===== src/clmd_pkg.sv =====
// Constants for the clock mux and divider control block
package clmd_pkg;
  // Register offsets
  localparam logic [3:0] OFF_REF_SYNC   = 4'h0;
  localparam logic [3:0] OFF_BANK_PWR   = 4'h1;
  localparam logic [3:0] OFF_A_FIRST    = 4'h2;
  localparam logic [3:0] OFF_A_MODE_HI  = 4'h3;
  localparam logic [3:0] OFF_A_MODE_LO  = 4'h4;
  localparam logic [3:0] OFF_A_DIS      = 4'h5;
  localparam logic [3:0] OFF_B_MODE_HI  = 4'h7;
  localparam logic [3:0] OFF_B_MODE_LO  = 4'h8;
  localparam logic [3:0] OFF_B_DIS      = 4'h9;
  localparam logic [3:0] OFF_RSVD_FIRST = 4'ha;
  localparam logic [3:0] OFF_RSVD_LAST  = 4'hb;
  localparam logic [3:0] OFF_DIV_A_LO   = 4'hc;
  localparam logic [3:0] OFF_DIV_B_LO   = 4'hd;
  localparam logic [3:0] OFF_DIV_HI     = 4'he;
  localparam logic [3:0] OFF_RSVD_TAIL  = 4'hf;
  // Fields of the reference and sync control register
  localparam int BIT_SWITCH_STYLE = 7;
  localparam int BIT_CHOICE_HI    = 6;
  localparam int BIT_CHOICE_LO    = 5;
  localparam int BIT_SEL_SOURCE   = 4;
  localparam int BIT_RESYNC       = 0;
  // Fields of the bank power and enable register
  localparam int BIT_A_SUPPLY     = 7;
  localparam int BIT_B_SUPPLY     = 6;
  localparam int BIT_A_QUIET      = 5;
  localparam int BIT_B_QUIET      = 4;
  localparam int BIT_A_PWR_OFF    = 3;
  localparam int BIT_B_PWR_OFF    = 2;
  localparam int BIT_A_DIV_OFF    = 1;
  localparam int BIT_B_DIV_OFF    = 0;
  // Pair disable bits sit in the top nibble; ratio bit 8 pair in high register
  localparam int BIT_PAIR_DIS_LO  = 4;
  localparam int BIT_DIV_A_MSB    = 0;
  localparam int BIT_DIV_B_MSB    = 1;
  localparam int MODE_W           = 3;
  localparam logic [2:0] MODE_HIZ = 3'h0;
  // Reset values: every driver in differential mode, dividers bypassed
  localparam logic [7:0] RST_MODE_PAIR = 8'h12;
  localparam logic [7:0] RST_ZERO      = 8'h00;
  // Bits that read back; reserved bits read as zero
  localparam logic [15:0][7:0] RD_MASK = {8'h00, 8'h03, 8'hff, 8'hff, 8'h00, 8'h00,
    8'hf0, 8'h3f, 8'h3f, 8'h10, 8'hf0, 8'h3f, 8'h3f, 8'h1f, 8'hff, 8'hf1};
  localparam int RATIO_W  = 9;
  localparam logic [8:0] RATIO_MIN_DIV = 9'h002;
endpackage


===== src/clmd_ctrl.sv =====
// Device control registers, reference routing and bank output gating
`timescale 1ns/1ns
`default_nettype none
module clmd_ctrl #(
  parameter int OUTS = 4
) (
  // Clock and reset
  input  wire logic            sys_clk_i,
  input  wire logic            srst_i,
  // Register port from the serial control engine
  input  wire logic            reg_wr_i,
  input  wire logic            reg_rd_i,
  input  wire logic [3:0]      reg_addr_i,
  input  wire logic [7:0]      reg_wdata_i,
  output logic      [7:0]      reg_rdata_o,
  // Reference clocks and pins, sampled as synchronous levels
  input  wire logic            reference_input_0_i,
  input  wire logic            reference_input_1_i,
  input  wire logic            ref_select_pin_i,
  input  wire logic            global_output_gate_i,
  // Bank A outputs
  output logic [OUTS-1:0]      bank_a_clk_o,
  output logic [OUTS-1:0]      bank_a_oe_o,
  // Bank B outputs
  output logic [OUTS-1:0]      bank_b_clk_o,
  output logic [OUTS-1:0]      bank_b_oe_o,
  // Analogue side controls
  output logic                 bank_a_supply_level_o,
  output logic                 bank_b_supply_level_o,
  output logic                 bank_a_power_off_o,
  output logic                 bank_b_power_off_o,
  output logic                 divider_a_power_off_o,
  output logic                 divider_b_power_off_o
);
  typedef struct packed {
    logic [15:0][7:0]  regs;
    logic [7:0]        rdata;
    logic              en_a;
    logic              en_b;
    logic [OUTS-1:0]   a_clk;
    logic [OUTS-1:0]   a_oe;
    logic [OUTS-1:0]   b_clk;
    logic [OUTS-1:0]   b_oe;
  } clmd_ctrl_state_t;

  clmd_ctrl_state_t st_r, st_nxt;

  // Decoded control fields
  logic                       switchover_style;
  logic [1:0]                 reference_choice;
  logic                       selection_source;
  logic                       divider_resync;
  logic                       bank_a_quiet_disable;
  logic                       bank_b_quiet_disable;
  logic                       bank_a_power_off;
  logic                       bank_b_power_off;
  logic [OUTS-1:0]            output_a_pair_disable;
  logic [OUTS-1:0]            output_b_pair_disable;
  logic [OUTS-1:0]            a_mode_live;
  logic [OUTS-1:0]            b_mode_live;
  logic [clmd_pkg::RATIO_W-1:0] divider_a_ratio;
  logic [clmd_pkg::RATIO_W-1:0] divider_b_ratio;
  logic [1:0]                 eff_choice;
  logic                       ref_a;
  logic                       ref_b;
  logic                       div_a;
  logic                       div_b;

  // Reset image of the whole register file
  function automatic logic [15:0][7:0] reset_image();
    logic [15:0][7:0] img;
    img = '0;
    img[clmd_pkg::OFF_A_MODE_HI] = clmd_pkg::RST_MODE_PAIR;
    img[clmd_pkg::OFF_A_MODE_LO] = clmd_pkg::RST_MODE_PAIR;
    img[clmd_pkg::OFF_B_MODE_HI] = clmd_pkg::RST_MODE_PAIR;
    img[clmd_pkg::OFF_B_MODE_LO] = clmd_pkg::RST_MODE_PAIR;
    return img;
  endfunction

  // True for the unimplemented offsets
  function automatic logic is_reserved(input logic [3:0] addr);
    return ((addr >= clmd_pkg::OFF_RSVD_FIRST) && (addr <= clmd_pkg::OFF_RSVD_LAST))
      || (addr == clmd_pkg::OFF_RSVD_TAIL);
  endfunction

  // Driver mode of pair m is live unless set to high impedance
  function automatic logic mode_live(input logic [15:0][7:0] r, input logic [3:0] hi,
                                     input logic [3:0] lo, input int m);
    logic [7:0] byte_v;
    logic [2:0] mode;
    byte_v = (m >= 2) ? r[hi] : r[lo];
    mode   = (m % 2 == 1) ? byte_v[clmd_pkg::MODE_W +: clmd_pkg::MODE_W]
                          : byte_v[0 +: clmd_pkg::MODE_W];
    return mode != clmd_pkg::MODE_HIZ;
  endfunction

  // Field extraction from the stored registers
  assign switchover_style     = st_r.regs[clmd_pkg::OFF_REF_SYNC][clmd_pkg::BIT_SWITCH_STYLE];
  assign reference_choice     = st_r.regs[clmd_pkg::OFF_REF_SYNC]
                                [clmd_pkg::BIT_CHOICE_HI:clmd_pkg::BIT_CHOICE_LO];
  assign selection_source     = st_r.regs[clmd_pkg::OFF_REF_SYNC][clmd_pkg::BIT_SEL_SOURCE];
  assign divider_resync       = st_r.regs[clmd_pkg::OFF_REF_SYNC][clmd_pkg::BIT_RESYNC];
  assign bank_a_quiet_disable = st_r.regs[clmd_pkg::OFF_BANK_PWR][clmd_pkg::BIT_A_QUIET];
  assign bank_b_quiet_disable = st_r.regs[clmd_pkg::OFF_BANK_PWR][clmd_pkg::BIT_B_QUIET];
  assign bank_a_power_off     = st_r.regs[clmd_pkg::OFF_BANK_PWR][clmd_pkg::BIT_A_PWR_OFF];
  assign bank_b_power_off     = st_r.regs[clmd_pkg::OFF_BANK_PWR][clmd_pkg::BIT_B_PWR_OFF];
  assign output_a_pair_disable = st_r.regs[clmd_pkg::OFF_A_DIS]
                                 [clmd_pkg::BIT_PAIR_DIS_LO +: OUTS];
  assign output_b_pair_disable = st_r.regs[clmd_pkg::OFF_B_DIS]
                                 [clmd_pkg::BIT_PAIR_DIS_LO +: OUTS];
  assign divider_a_ratio = {st_r.regs[clmd_pkg::OFF_DIV_HI][clmd_pkg::BIT_DIV_A_MSB],
                            st_r.regs[clmd_pkg::OFF_DIV_A_LO]};
  assign divider_b_ratio = {st_r.regs[clmd_pkg::OFF_DIV_HI][clmd_pkg::BIT_DIV_B_MSB],
                            st_r.regs[clmd_pkg::OFF_DIV_B_LO]};

  // Per-pair mode check for both banks
  always_comb begin
    for (int m = 0; m < OUTS; m++) begin
      a_mode_live[m] = mode_live(st_r.regs, clmd_pkg::OFF_A_MODE_HI,
                                 clmd_pkg::OFF_A_MODE_LO, m);
      b_mode_live[m] = mode_live(st_r.regs, clmd_pkg::OFF_B_MODE_HI,
                                 clmd_pkg::OFF_B_MODE_LO, m);
    end
  end

  // Pin drives both dividers from one reference; register bit splits them
  assign eff_choice = selection_source ? reference_choice
                                       : {ref_select_pin_i, ref_select_pin_i};

  // Reference selector per divider: low choice bit feeds A, high feeds B
  clmd_ref_switch u_sw_a (
    .sys_clk_i     (sys_clk_i),
    .srst_i        (srst_i),
    .ref_0_i       (reference_input_0_i),
    .ref_1_i       (reference_input_1_i),
    .sel_i         (eff_choice[0]),
    .glitch_free_i (switchover_style),
    .ref_o         (ref_a)
  );

  clmd_ref_switch u_sw_b (
    .sys_clk_i     (sys_clk_i),
    .srst_i        (srst_i),
    .ref_0_i       (reference_input_0_i),
    .ref_1_i       (reference_input_1_i),
    .sel_i         (eff_choice[1]),
    .glitch_free_i (switchover_style),
    .ref_o         (ref_b)
  );

  // Both dividers share one resync level, so release lands on the same edge
  clmd_bank_div u_div_a (
    .sys_clk_i   (sys_clk_i),
    .srst_i      (srst_i),
    .ref_i       (ref_a),
    .ratio_i     (divider_a_ratio),
    .hold_i      (divider_resync),
    .power_off_i (divider_a_power_off_o),
    .div_o       (div_a)
  );

  clmd_bank_div u_div_b (
    .sys_clk_i   (sys_clk_i),
    .srst_i      (srst_i),
    .ref_i       (ref_b),
    .ratio_i     (divider_b_ratio),
    .hold_i      (divider_resync),
    .power_off_i (divider_b_power_off_o),
    .div_o       (div_b)
  );

  // Register access, enable synchronisers and output gating
  always_comb begin
    st_nxt = st_r;
    // Writes land directly; reserved offsets keep no storage
    if (reg_wr_i && !is_reserved(reg_addr_i)) begin
      st_nxt.regs[reg_addr_i] = reg_wdata_i;
    end
    // Reserved bits and offsets read as zero, which is one legal undefined value
    if (reg_rd_i) begin
      st_nxt.rdata = st_r.regs[reg_addr_i] & clmd_pkg::RD_MASK[reg_addr_i];
    end
    // Bank enables only move while the bank clock is low, so no runt pulse
    if (!div_a) begin
      st_nxt.en_a = !bank_a_quiet_disable && global_output_gate_i;
    end
    if (!div_b) begin
      st_nxt.en_b = !bank_b_quiet_disable && global_output_gate_i;
    end
    // Pair bits act at once; runts there are the host's concern
    for (int m = 0; m < OUTS; m++) begin
      st_nxt.a_oe[m]  = global_output_gate_i && st_r.en_a && !output_a_pair_disable[m]
                        && !bank_a_power_off && a_mode_live[m];
      st_nxt.b_oe[m]  = global_output_gate_i && st_r.en_b && !output_b_pair_disable[m]
                        && !bank_b_power_off && b_mode_live[m];
      st_nxt.a_clk[m] = div_a && st_r.en_a && !output_a_pair_disable[m] && !bank_a_power_off;
      st_nxt.b_clk[m] = div_b && st_r.en_b && !output_b_pair_disable[m] && !bank_b_power_off;
    end
  end

  // State register
  always_ff @(posedge sys_clk_i) begin
    if (srst_i) begin
      st_r      <= '0;
      st_r.regs <= reset_image();
      st_r.en_a <= 1'b1;
      st_r.en_b <= 1'b1;
    end else begin
      st_r <= st_nxt;
    end
  end

  // Outputs, all straight from flip-flops
  assign reg_rdata_o           = st_r.rdata;
  assign bank_a_clk_o          = st_r.a_clk;
  assign bank_a_oe_o           = st_r.a_oe;
  assign bank_b_clk_o          = st_r.b_clk;
  assign bank_b_oe_o           = st_r.b_oe;
  assign bank_a_supply_level_o = st_r.regs[clmd_pkg::OFF_BANK_PWR][clmd_pkg::BIT_A_SUPPLY];
  assign bank_b_supply_level_o = st_r.regs[clmd_pkg::OFF_BANK_PWR][clmd_pkg::BIT_B_SUPPLY];
  assign bank_a_power_off_o    = bank_a_power_off;
  assign bank_b_power_off_o    = bank_b_power_off;
  assign divider_a_power_off_o = st_r.regs[clmd_pkg::OFF_BANK_PWR][clmd_pkg::BIT_A_DIV_OFF];
  assign divider_b_power_off_o = st_r.regs[clmd_pkg::OFF_BANK_PWR][clmd_pkg::BIT_B_DIV_OFF];

  property p_reserved_reads_zero;
    @(posedge sys_clk_i) disable iff (srst_i)
      reg_rd_i && is_reserved(reg_addr_i) |=> reg_rdata_o == 8'h00;
  endproperty
  a_reserved_reads_zero: assert property (p_reserved_reads_zero) else $error("reserved read");

  property p_ctrl_readback;
    @(posedge sys_clk_i) disable iff (srst_i)
      reg_wr_i && reg_addr_i == clmd_pkg::OFF_REF_SYNC ##1 !reg_wr_i ##1
      reg_rd_i && reg_addr_i == clmd_pkg::OFF_REF_SYNC && !reg_wr_i
      |=> reg_rdata_o == ($past(reg_wdata_i, 3) & clmd_pkg::RD_MASK[clmd_pkg::OFF_REF_SYNC]);
  endproperty
  a_ctrl_readback: assert property (p_ctrl_readback) else $error("control readback");

  property p_pin_source;
    @(posedge sys_clk_i) disable iff (srst_i)
      !selection_source && !switchover_style |=> ref_b == ref_a && ref_a ==
        ($past(ref_select_pin_i) ? $past(reference_input_1_i)
                                 : $past(reference_input_0_i));
  endproperty
  a_pin_source: assert property (p_pin_source) else $error("pin not steering mux");

  property p_choice_route;
    @(posedge sys_clk_i) disable iff (srst_i)
      selection_source && reference_choice == 2'h1 && !switchover_style
      |=> ref_a == $past(reference_input_1_i) && ref_b == $past(reference_input_0_i);
  endproperty
  a_choice_route: assert property (p_choice_route) else $error("choice 01 misrouted");

  property p_resync_halts;
    @(posedge sys_clk_i) disable iff (srst_i)
      divider_resync [*4] |-> bank_a_clk_o == '0 && bank_b_clk_o == '0;
  endproperty
  a_resync_halts: assert property (p_resync_halts) else $error("clock during resync");

  property p_gate_low_hiz;
    @(posedge sys_clk_i) disable iff (srst_i)
      !global_output_gate_i |=> bank_a_oe_o == '0 && bank_b_oe_o == '0;
  endproperty
  a_gate_low_hiz: assert property (p_gate_low_hiz) else $error("output on with gate low");

  property p_power_off_hiz;
    @(posedge sys_clk_i) disable iff (srst_i)
      bank_a_power_off ##1 bank_a_power_off |-> bank_a_oe_o == '0 && bank_a_clk_o == '0;
  endproperty
  a_power_off_hiz: assert property (p_power_off_hiz) else $error("bank A on while off");

  property p_quiet_low_phase;
    @(posedge sys_clk_i) disable iff (srst_i)
      $changed(st_r.en_a) |-> !$past(div_a);
  endproperty
  a_quiet_low_phase: assert property (p_quiet_low_phase) else $error("enable moved high");

  property p_supply_level;
    @(posedge sys_clk_i) disable iff (srst_i)
      reg_wr_i && reg_addr_i == clmd_pkg::OFF_BANK_PWR
      |=> bank_b_supply_level_o == $past(reg_wdata_i[clmd_pkg::BIT_B_SUPPLY]);
  endproperty
  a_supply_level: assert property (p_supply_level) else $error("supply level not stored");

  property p_choice_swap;
    @(posedge sys_clk_i) disable iff (srst_i)
      selection_source && reference_choice == 2'h2 && !switchover_style
      |=> ref_a == $past(reference_input_0_i) && ref_b == $past(reference_input_1_i);
  endproperty
  a_choice_swap: assert property (p_choice_swap) else $error("choice 10 misrouted");

  property p_write_lands;
    @(posedge sys_clk_i) disable iff (srst_i)
      reg_wr_i && !is_reserved(reg_addr_i)
      |=> st_r.regs[$past(reg_addr_i)] == $past(reg_wdata_i);
  endproperty
  a_write_lands: assert property (p_write_lands) else $error("write not stored");

  property p_pair_off_a;
    @(posedge sys_clk_i) disable iff (srst_i)
      output_a_pair_disable != '0
      |=> ((bank_a_oe_o | bank_a_clk_o) & $past(output_a_pair_disable)) == '0;
  endproperty
  a_pair_off_a: assert property (p_pair_off_a) else $error("disabled A pair active");

  property p_pair_off_b;
    @(posedge sys_clk_i) disable iff (srst_i)
      output_b_pair_disable != '0
      |=> ((bank_b_oe_o | bank_b_clk_o) & $past(output_b_pair_disable)) == '0;
  endproperty
  a_pair_off_b: assert property (p_pair_off_b) else $error("disabled B pair active");

  property p_quiet_low_phase_b;
    @(posedge sys_clk_i) disable iff (srst_i)
      $changed(st_r.en_b) |-> !$past(div_b);
  endproperty
  a_quiet_low_phase_b: assert property (p_quiet_low_phase_b) else $error("B enable moved high");

  property p_power_off_hiz_b;
    @(posedge sys_clk_i) disable iff (srst_i)
      bank_b_power_off ##1 bank_b_power_off |-> bank_b_oe_o == '0 && bank_b_clk_o == '0;
  endproperty
  a_power_off_hiz_b: assert property (p_power_off_hiz_b) else $error("bank B on while off");

  // Bypass still passes the reference, so only real ratios must go quiet
  property p_div_off_a;
    @(posedge sys_clk_i) disable iff (srst_i)
      divider_a_power_off_o && !divider_resync && divider_a_ratio >= clmd_pkg::RATIO_MIN_DIV
      |=> !div_a;
  endproperty
  a_div_off_a: assert property (p_div_off_a) else $error("divider A runs while off");

  property p_div_off_b;
    @(posedge sys_clk_i) disable iff (srst_i)
      divider_b_power_off_o && !divider_resync && divider_b_ratio >= clmd_pkg::RATIO_MIN_DIV
      |=> !div_b;
  endproperty
  a_div_off_b: assert property (p_div_off_b) else $error("divider B runs while off");
endmodule
`default_nettype wire


===== src/clmd_ref_switch.sv =====
// Reference selector with forced or glitch-free switchover
`timescale 1ns/1ns
`default_nettype none
module clmd_ref_switch (
  // Clock and reset
  input  wire logic sys_clk_i,
  input  wire logic srst_i,
  // References and selection
  input  wire logic ref_0_i,
  input  wire logic ref_1_i,
  input  wire logic sel_i,
  input  wire logic glitch_free_i,
  // Selected reference
  output logic      ref_o
);
  typedef struct packed {
    logic cur;
    logic on;
    logic out;
  } clmd_sw_state_t;

  clmd_sw_state_t st_r, st_nxt;
  logic           old_lvl, new_lvl;

  // Levels of the reference in use and of the wanted one
  assign old_lvl = st_r.cur ? ref_1_i : ref_0_i;
  assign new_lvl = sel_i ? ref_1_i : ref_0_i;

  // Switchover sequencing
  always_comb begin
    st_nxt = st_r;
    if (!glitch_free_i) begin
      st_nxt.cur = sel_i;
      st_nxt.on  = 1'b1;
      st_nxt.out = new_lvl;
    end else begin
      // An old reference stopped high parks us on it, as accepted
      if (st_r.on && (sel_i != st_r.cur) && !old_lvl) begin
        st_nxt.on  = 1'b0;
        st_nxt.cur = sel_i;
      end else if (!st_r.on && !old_lvl) begin
        st_nxt.on = 1'b1;
      end
      st_nxt.out = st_nxt.on & (st_nxt.cur ? ref_1_i : ref_0_i);
    end
  end

  // State register
  always_ff @(posedge sys_clk_i) begin
    if (srst_i) begin
      st_r <= '0;
    end else begin
      st_r <= st_nxt;
    end
  end

  assign ref_o = st_r.out;

  property p_forced_follows;
    @(posedge sys_clk_i) disable iff (srst_i)
      !glitch_free_i |=> ref_o == $past(new_lvl);
  endproperty
  a_forced_follows: assert property (p_forced_follows) else $error("forced switch lag");

  property p_gap_on_switch;
    @(posedge sys_clk_i) disable iff (srst_i)
      glitch_free_i && $past(glitch_free_i) && $changed(st_r.cur) |-> !st_r.on && !ref_o;
  endproperty
  a_gap_on_switch: assert property (p_gap_on_switch) else $error("switch without low gap");
endmodule
`default_nettype wire


===== src/clmd_bank_div.sv =====
// Bank divider with bypass, hold and power-down
`timescale 1ns/1ns
`default_nettype none
module clmd_bank_div #(
  parameter int RATIO_W = clmd_pkg::RATIO_W
) (
  // Clock and reset
  input  wire logic               sys_clk_i,
  input  wire logic               srst_i,
  // Control
  input  wire logic               ref_i,
  input  wire logic [RATIO_W-1:0] ratio_i,
  input  wire logic               hold_i,
  input  wire logic               power_off_i,
  // Divided clock
  output logic                    div_o
);
  typedef struct packed {
    logic               prev;
    logic [RATIO_W-1:0] cnt;
    logic               out;
  } clmd_div_state_t;

  clmd_div_state_t st_r, st_nxt;
  logic            bypass;

  assign bypass = ratio_i < clmd_pkg::RATIO_MIN_DIV;

  // Count reference rising edges; high for the first half of each period
  always_comb begin
    st_nxt      = st_r;
    st_nxt.prev = ref_i;
    if (hold_i) begin
      // Primed so the first edge after release starts a period
      st_nxt.cnt = ratio_i - RATIO_W'(1);
      st_nxt.out = 1'b0;
    end else if (bypass) begin
      st_nxt.cnt = '0;
      st_nxt.out = ref_i;
    end else if (power_off_i) begin
      st_nxt.cnt = '0;
      st_nxt.out = 1'b0;
    end else if (ref_i && !st_r.prev) begin
      st_nxt.cnt = (st_r.cnt >= ratio_i - RATIO_W'(1)) ? '0 : st_r.cnt + RATIO_W'(1);
      st_nxt.out = st_nxt.cnt < (ratio_i >> 1);
    end
  end

  // State register
  always_ff @(posedge sys_clk_i) begin
    if (srst_i) begin
      st_r <= '0;
    end else begin
      st_r <= st_nxt;
    end
  end

  assign div_o = st_r.out;

  property p_bypass_passes;
    @(posedge sys_clk_i) disable iff (srst_i)
      bypass && !hold_i |=> div_o == $past(ref_i);
  endproperty
  a_bypass_passes: assert property (p_bypass_passes) else $error("bypass not passing");

  property p_hold_halts;
    @(posedge sys_clk_i) disable iff (srst_i)
      hold_i |=> !div_o;
  endproperty
  a_hold_halts: assert property (p_hold_halts) else $error("held divider toggles");
endmodule
`default_nettype wire


===== config.mk =====
export PLATFORM = sky130hd
export DESIGN_NAME = clmd_ctrl
export DESIGN_NICKNAME = d
export VERILOG_FILES = /design/src/clmd_pkg.sv /design/src/clmd_ctrl.sv /design/src/clmd_ref_switch.sv /design/src/clmd_bank_div.sv
export SDC_FILE = /design/constraint.sdc
export NUM_CORES = 1
export LEC_CHECK = 0
export ABC_AREA = 1
export BUFFER_PORTS_ARGS = -buffer_cell sky130_fd_sc_hd__buf_2
export CAP_MARGIN = 20
export CORE_MARGIN = 1.5
export CORE_UTILIZATION = 60
export DETAILED_ROUTE_END_ITERATION = 8
export PLACE_DENSITY = 0.78
export SLEW_MARGIN = 20
export SYNTH_ARGS = -nofsm -noshare
export SYNTH_HDL_FRONTEND = slang
export SYNTH_SLANG_ARGS = --single-unit
export TNS_END_PERCENT = 50

===== constraint.sdc =====
create_clock -name sys_clk_i -period 5.4 [get_ports sys_clk_i]
set_input_delay 1.08 -clock sys_clk_i [delete_from_list [all_inputs] [get_ports sys_clk_i]]
set_output_delay 1.08 -clock sys_clk_i [all_outputs]
set_load 0.01 [all_outputs]

==> results.py, run 1 <==
metrics = {
    "cells_and_area": {
        "antennaDiodeCount": 0,
        "number_of_nets_in_the_final_layout": 1388,
        "finalInstanceArea_um2": 10200,
        "layout-area-overhead-vs-synth_pct": 7.06,
        "share_of_cells_above_drive_strength_1": 0.0911,
    },
    "detailed_routing": {
        "detail_route.drc_violations": 0,
        "number_of_vias_per_cell_after_detailed_routing": 5.66,
        "detailedRoute.firstPassIterationCount": 6,
        "routed-via-count": 8766,
        "drt-initial-drc-count": 1061,
        "post_drt_wl_per_cell_um": 16.2,
        "final_antenna_net_count": 0,
        "drt_wl_total_mm": 25.1,
    },
    "yosys": {
        "avgSynthCellArea_um2": 7.08,
        "yosys_warnings": 0,
        "synthesized_area_um2": 9490,
        "synth_edf_count": 0,
        "synth_seq_area_share": 0.384,
        "instance_count_of_the_mapped_netlist": 1339,
        "ffs_latches_synth": 182,
        "synth_fp_nets": 1401,
        "postSynth.topFlopCell": "sky130_fd_sc_hd__dfxtp_1",
        "netlist_top_cells_area": "sky130_fd_sc_hd__dfxtp_1 (38%), sky130_fd_sc_hd__a21oi_1 (11%), sky130_fd_sc_hd__o21ai_0 (9.3%)",
        "netlist.area_leader.share": 0.384,
        "synth_top_area_cell": "sky130_fd_sc_hd__dfxtp_1",
        "library_cells_used_by_synthesis": 45,
        "synth_async_sr_flop_share": 0,
    },
    "sta": {
        "fmaxAchievable_ghz": 0.252,
        "rsz0062_at_grt": "no",
        "report.final.slew_viol_count": 0,
        "finalCritPeriodShare": 0.736,
        "fin_hold_ws_ns": 0.419,
        "timing.clock.skew_ns": 0.00674,
        "worst-slew-pin-transition_ns": 1.05,
        "report.final.setup_viol": 0,
        "timing.max_slew.rel_slack": 0.298,
        "finalHoldViolations": 0,
        "final_period_minus_worst_setup_slack_ns": 3.97,
        "finalSetupTns_ns": 0,
    },
    "critical_path": {
        "reg2reg_setup_slack_ns": 1.43,
        "cp-end-kind": "flop",
        "worstReg2RegStart": "divider_b_ratio[0]",
        "cpMostUsedCell": "sky130_fd_sc_hd__nand2_1",
        "crit_fanout": 8,
        "worstPathArrival_ns": 4.35,
        "startpoint_type": "flop",
        "path_cells": "inv_1 > ha_1 > nand2_1 > nor4_1 > xor2_1 > inv_1 > ha_1 > a21o_1 > nor2_1 > nand3_1 > nor3_1 > ha_1 > a21oi_1 > nor3_1 > a211oi_1 > nand2_1 > nand2_1 > nand2_1 > nand2_1 > nand2_1 > a21oi_1",
        "critical-path-max-stage-delay_ns": 0.35,
        "depth_of_the_worst_register_to_register_path": 21,
        "crit_path_top_delay_cell": "sky130_fd_sc_hd__nor3_1",
        "worstReg2RegEnd": "u_div_b.div_o",
        "required_ns": 5.78,
        "worst-setup-path-type": "reg2reg",
    },
    "place": {
        "placed_cell_area_um2": 9570,
        "gp_congestion": 0.929,
        "placement.io_buffers": 49,
        "hpwl_mm": 17.5,
    },
    "die": {
        "io_pins": 50,
        "floorplan.die.width_um": 129,
        "floorplan.initialDensity": 0.619,
        "fp.dieArea_um2": 16600,
        "row_count": 45,
        "chipHeight_um": 129,
        "coreArea_um2": 15300,
    },
    "worst_hold_path": {
        "hold_class": "reg2reg",
        "holdPathEnd": "st_r[149]",
        "min-delay-start": "st_r[149]",
        "timing.hold.worst_path_depth": 2,
    },
    "clock_tree": {
        "cts.root.buffer_cell": "sky130_fd_sc_hd__clkbuf_16",
        "cts-root-to-sink-buffers": 2,
        "worst_skew_pair.late_latency_ns": 0.44,
        "tritoncts_num_sinks": 182,
        "post_cts_repair_resize_count": 0,
        "cts_tree": "done",
        "tritoncts.num_buffers": 17,
        "cts_max_level": 4,
        "hold_buffers": 0,
        "clk_pin_slew_worst_paths_ns": 0.07,
        "cts_setup_buffers": 0,
    },
    "global_routing": {
        "first_global_vias": 7983,
        "grt_remaining_overflow": 0,
        "grt_start_max_net_pins": 68,
        "grt_pass1_wl_mm": 40.8,
        "antenna_violations_before_repair": 0,
        "globalRouteTotalUtil": 0.317,
    },
    "run": {
        "cap_violations": 0,
    },
    "pwr": {
        "power.ir.vdd_worst_v": 0.000236,
        "p_leak_nw": 4.38,
        "pd_cells_nw_per_um2": 304,
    },
    "outcome": {
        "outcome": "finished clean",
    },
}
[critical path: cells and delay by family (launching register included)]
| family | cells | cell delay, ns |
|---|---|---|
| DFF | 1 | 0.33 |
| and+or+nand+nor | 11 | 1.55 |
| adders and majority gates | 3 | 0.83 |
| xor gates and xnor gates | 1 | 0.27 |
| AOI/OAI and AO/OA | 4 | 0.65 |
| buffers and inverters | 2 | 0.27 |
[state kept, by name (all words and copies together), names as in the netlist, 2 cells and up]
register               count
st_r                      92
u_div_a.st_r              10
u_div_b.st_r              10
divider_a_ratio            9
divider_b_ratio            9
reg_rdata_o                8
bank_a_clk_o               4
bank_a_oe_o                4
bank_b_clk_o               4
bank_b_oe_o                4
output_a_pair_disable      4
output_b_pair_disable      4
reference_choice           2
u_sw_a.st_r                2
u_sw_b.st_r                2
[metrics by stage]
stage	worst slack [ns]	util	cells	total power, mW
6_report	1.43	0.663	1550	3.09
5_1_grt	1.05	0.663	1550	3.22
4_1_cts	1.43	0.663	1550	3.09
3_5_place_dp	1.31	0.625	1518	1.87
3_3_place_gp	1.38	0.625	1518	1.86
2_1_floorplan	2.23	-	1339	1.77
[report_power, final]
group / total (mW) / internal [mW] / switching (mW)
Combinational: 0.429 / 0.140 / 0.289
Sequential: 1.42 / 1.39 / 0.0322
Clock: 1.24 / 0.654 / 0.586
Total: 3.09 / 2.18 / 0.907
[kinds of logic (layout without fill, tap and decap cells)]
group                      count (synthesis)  count (layout)  share of synthesized area
adders and majority gates                 42              42                     0.0554
buffers and inverters                    249             249                      0.116
AOI/OAI and AO/OA                        425             425                      0.233
xor gates and xnor gates                   7               7                    0.00646
DFF                                      182             182                      0.384
and+or+nand+nor                          434             434                      0.205
[cells in the mapped netlist, types with 5 or more instances]
cell and number:
sky130_fd_sc_hd__a21oi_1 205, sky130_fd_sc_hd__o21ai_0 176, sky130_fd_sc_hd__inv_1 152, sky130_fd_sc_hd__nand3_1 63
sky130_fd_sc_hd__clkbuf_1 35, sky130_fd_sc_hd__dfxtp_1 182, sky130_fd_sc_hd__o21ai_1 5, sky130_fd_sc_hd__nor2_1 94
sky130_fd_sc_hd__nand2_1 214, sky130_fd_sc_hd__buf_1 6, sky130_fd_sc_hd__xor2_1 6, sky130_fd_sc_hd__nor3_1 27
sky130_fd_sc_hd__ha_1 42, sky130_fd_sc_hd__buf_2 15, sky130_fd_sc_hd__buf_6 5, sky130_fd_sc_hd__nand4_1 6
sky130_fd_sc_hd__a31oi_1 16, sky130_fd_sc_hd__or2_2 5, sky130_fd_sc_hd__buf_4 26
[layout make-up]
class,instances,area (um^2)
fill,1426,5160
multi-input combinational,908,4740
sequential,182,3640
inverter,162,618
clock buffer,17,425
timing repair buffer,55,303
tap,211,264
clock inverter,15,158
[worst max path at each step]
stage	startpoint	to	slack (ns)	depth (start not counted)
after floorplan	divider_b_ratio[0]	u_div_b.div_o	2.23	21
after global placement	reg_addr_i[0]	st_r[141]	1.38	9
after detailed placement	reg_addr_i[0]	st_r[144]	1.31	9
after CTS	divider_b_ratio[0]	u_div_b.div_o	1.43	21
after global routing	divider_b_ratio[0]	u_div_b.div_o	1.05	21
final	divider_b_ratio[0]	u_div_b.div_o	1.43	21
[cell usage in the layout (no fill, tap or decap), types with 3 or more instances in the layout]
cell type,n
sky130_fd_sc_hd__inv_1,151
sky130_fd_sc_hd__inv_8,3
sky130_fd_sc_hd__or2_2,5
sky130_fd_sc_hd__o211ai_1,4
sky130_fd_sc_hd__nand2_4,4
sky130_fd_sc_hd__nor2_8,4
sky130_fd_sc_hd__nor2_1,94
sky130_fd_sc_hd__a31oi_1,16
sky130_fd_sc_hd__buf_2,49
sky130_fd_sc_hd__clkinv_1,3
sky130_fd_sc_hd__clkbuf_16,17
sky130_fd_sc_hd__nor3_1,27
sky130_fd_sc_hd__dfxtp_1,182
sky130_fd_sc_hd__o21a_1,3
sky130_fd_sc_hd__inv_6,6
sky130_fd_sc_hd__a21oi_1,205
sky130_fd_sc_hd__nand2_1,214
sky130_fd_sc_hd__o31ai_1,4
sky130_fd_sc_hd__o21ai_1,5
sky130_fd_sc_hd__nor2_4,4
sky130_fd_sc_hd__nand4_1,6
sky130_fd_sc_hd__o21ai_0,176
sky130_fd_sc_hd__nand3_1,63
sky130_fd_sc_hd__inv_2,5
sky130_fd_sc_hd__ha_1,42
sky130_fd_sc_hd__nand2_2,4
sky130_fd_sc_hd__buf_4,5
sky130_fd_sc_hd__clkinv_4,4
sky130_fd_sc_hd__xor2_1,6
[metal layers]
| metal | wire length, um | up-vias | part of all wire | global-route usage |
|---|---|---|---|---|
| li1 | - | 4403 | - | - |
| met1 | 10900 | 3996 | 0.43 | 0.414 |
| met2 | 11600 | 310 | 0.46 | 0.509 |
| met3 | 1870 | 57 | 0.074 | 0.0769 |
| met4 | 771 | 0 | 0.031 | 0.126 |
| met5 | 0 | - | 0 | 0 |
Power figures use the tool's default switching activity.
==> inputs of run 2 (changes only) <==
Clock period 5.4 ns to 4.1 ns, I/O delays scaled along.
==> run 2 against run 1 <==
Against the previous run: count of clock-buffer cells in the layout is 3 higher; first-iteration DRC count is 14% lower; die area unchanged; clock skew increased by 0.00082 ns; final cell count increased by 0.32%; sequential power grew 32%; worst setup slack lost 0.95 ns; routed wire length grew 1.3%; largest cell class unchanged; highest routed layer unchanged.
==> results.py, run 2 (synthesized netlist as in run 1, its figures left out) <==
metrics = {
    "detailed_routing": {
        "detailedRoute.firstPassIterationCount": 9,
        "post_drt_wl_per_cell_um": 16.4,
        "detail_route.drc_violations": 0,
        "final_antenna_net_count": 0,
        "number_of_vias_per_cell_after_detailed_routing": 5.71,
        "drt_wl_total_mm": 25.4,
        "drt-initial-drc-count": 917,
        "routed-via-count": 8877,
    },
    "clock_tree": {
        "cts_max_level": 4,
        "clk_pin_slew_worst_paths_ns": 0.07,
        "tritoncts_num_sinks": 182,
        "cts.root.buffer_cell": "sky130_fd_sc_hd__clkbuf_16",
        "hold_buffers": 0,
        "cts_setup_buffers": 0,
        "worst_skew_pair.late_latency_ns": 0.43,
        "post_cts_repair_resize_count": 0,
        "cts-root-to-sink-buffers": 2,
        "cts_tree": "done",
        "tritoncts.num_buffers": 17,
    },
    "global_routing": {
        "grt_pass1_wl_mm": 41.4,
        "first_global_vias": 7997,
        "antenna_violations_before_repair": 0,
        "grt_remaining_overflow": 0,
        "grt_start_max_net_pins": 67,
        "globalRouteTotalUtil": 0.319,
    },
    "sta": {
        "setup_ws_ns": 0.479,
        "timing.max_slew.rel_slack": 0.488,
        "final_period_minus_worst_setup_slack_ns": 3.62,
        "rsz0062_at_grt": "no",
        "finalCritPeriodShare": 0.883,
        "finalHoldViolations": 0,
        "report.final.setup_viol": 0,
        "timing.clock.skew_ns": 0.00756,
        "fmaxAchievable_ghz": 0.276,
        "finalSetupTns_ns": 0,
        "worst-slew-pin-transition_ns": 0.767,
        "report.final.slew_viol_count": 0,
    },
    "pwr": {
        "p_leak_nw": 4.39,
        "pd_cells_nw_per_um2": 395,
        "power.ir.vdd_worst_v": 0.000328,
    },
    "die": {
        "row_count": 45,
        "coreArea_um2": 15300,
        "floorplan.initialDensity": 0.619,
        "chipHeight_um": 129,
        "io_pins": 50,
        "floorplan.die.width_um": 129,
        "fp.dieArea_um2": 16600,
    },
    "worst_hold_path": {
        "hold_class": "reg2reg",
    },
    "cells_and_area": {
        "share_of_cells_above_drive_strength_1": 0.0938,
        "largest_reg_flops": 92,
        "number_of_nets_in_the_final_layout": 1394,
        "fillerInstances": 1380,
        "layout-area-overhead-vs-synth_pct": 7.14,
        "registers.top_by_ff_count": "st_r",
        "layout.cells.most_common_list": "sky130_fd_sc_hd__nand2_1 (214), sky130_fd_sc_hd__a21oi_1 (205), sky130_fd_sc_hd__dfxtp_1 (182)",
        "registers_with_the_highest_flip_flop_counts": "st_r (92), u_div_a.st_r (10), u_div_b.st_r (10)",
        "final_cell_count_no_fill": 1555,
        "final_common_cell": "sky130_fd_sc_hd__nand2_1",
        "antennaDiodeCount": 0,
    },
    "critical_path": {
        "cp-end-kind": "flop",
        "worst-setup-path-type": "reg2reg",
        "crit_fanout": 8,
        "reg2reg_setup_slack_ns": 0.48,
        "startpoint_type": "flop",
        "required_ns": 4.46,
        "worstPathArrival_ns": 3.99,
    },
    "place": {
        "pre_cts_ws_ns": 0.480,
        "placement.io_buffers": 49,
        "hpwl_mm": 17.7,
        "gp_congestion": 0.942,
        "instance_count_after_placement_with_tap_cells_included": 1524,
    },
    "run": {
        "cap_violations": 0,
    },
    "outcome": {
        "outcome": "finished clean",
    },
}
[run 2: changes by cell type in the layout (fill, tap and decap cells not counted)]
| cell | before | now |
|---|---|---|
| sky130_fd_sc_hd__inv_6 | 6 | 3 |
| sky130_fd_sc_hd__clkinv_2 | 0 | 3 |
| sky130_fd_sc_hd__clkinv_4 | 4 | 1 |
| sky130_fd_sc_hd__clkbuf_8 | 0 | 2 |
| sky130_fd_sc_hd__clkbuf_1 | 0 | 1 |
| sky130_fd_sc_hd__clkinvlp_4 | 2 | 4 |
| sky130_fd_sc_hd__buf_12 | 1 | 0 |
| sky130_fd_sc_hd__inv_8 | 3 | 0 |
| sky130_fd_sc_hd__buf_4 | 5 | 12 |
[run 2: worst max-delay path, cell delays in order, from the launching register on]
cell                       delay, ns
sky130_fd_sc_hd__dfxtp_1        0.33
sky130_fd_sc_hd__inv_1          0.16
sky130_fd_sc_hd__ha_1           0.21
sky130_fd_sc_hd__nand2_1        0.09
sky130_fd_sc_hd__nor4_1         0.25
sky130_fd_sc_hd__xor2_1         0.21
sky130_fd_sc_hd__inv_1          0.06
sky130_fd_sc_hd__ha_1           0.29
sky130_fd_sc_hd__a21o_1         0.18
sky130_fd_sc_hd__nor2_1         0.13
sky130_fd_sc_hd__nand3_1        0.26
sky130_fd_sc_hd__nor3_1         0.30
sky130_fd_sc_hd__ha_1           0.30
sky130_fd_sc_hd__a21oi_1        0.16
sky130_fd_sc_hd__nor3_1         0.06
sky130_fd_sc_hd__a211oi_1       0.17
sky130_fd_sc_hd__nand2_1        0.08
sky130_fd_sc_hd__nand2_1        0.06
sky130_fd_sc_hd__nand2_1        0.05
sky130_fd_sc_hd__nand2_1        0.05
sky130_fd_sc_hd__nand2_1        0.05
sky130_fd_sc_hd__a21oi_1        0.11
[run 2: per-stage QoR]
stage | instance area (um^2) | total power, mW | util | hold slack [ns]
finish | 10200 | 4.02 | 0.664 | 0.420
detailed placement | 9600 | 2.47 | 0.627 | 0.409
global placement | 9600 | 2.46 | 0.627 | 0.407
global route | 10200 | 4.18 | 0.664 | 0.441
floorplan | 9490 | 2.33 | - | 0.400
CTS | 10200 | 4.01 | 0.664 | 0.420
[run 2: per-layer routing]
metal,vias up,share of wire,track usage
met5,-,0,0
met2,338,0.46,0.507
met4,0,0.034,0.132
met3,61,0.066,0.0557
li1,4408,-,-
met1,4070,0.44,0.432
[run 2: final timing paths]
| check | start | cells past startpoint | endpoint |
|---|---|---|---|
| max reg2reg | divider_b_ratio[0] | 21 | u_div_b.div_o |
| min | st_r[150] | 2 | st_r[150] |
| min reg2reg | st_r[150] | 2 | st_r[150] |
| max | divider_b_ratio[0] | 21 | u_div_b.div_o |
[run 2: power breakdown]
part	total (mW)	internal [mW]	switching (mW)
Combinational	0.567	0.187	0.380
Clock	1.57	0.867	0.706
Sequential	1.88	1.83	0.0459
[run 2: area by class of cell]
type	instances	area, um^2	area share
sequential	182	3640	0.359
inverter	162	618	0.0608
timing repair buffer	61	335	0.0330
tap	211	264	0.0260
multi-input combinational	908	4740	0.467
clock buffer	20	457	0.0449
clock inverter	11	101	0.00997
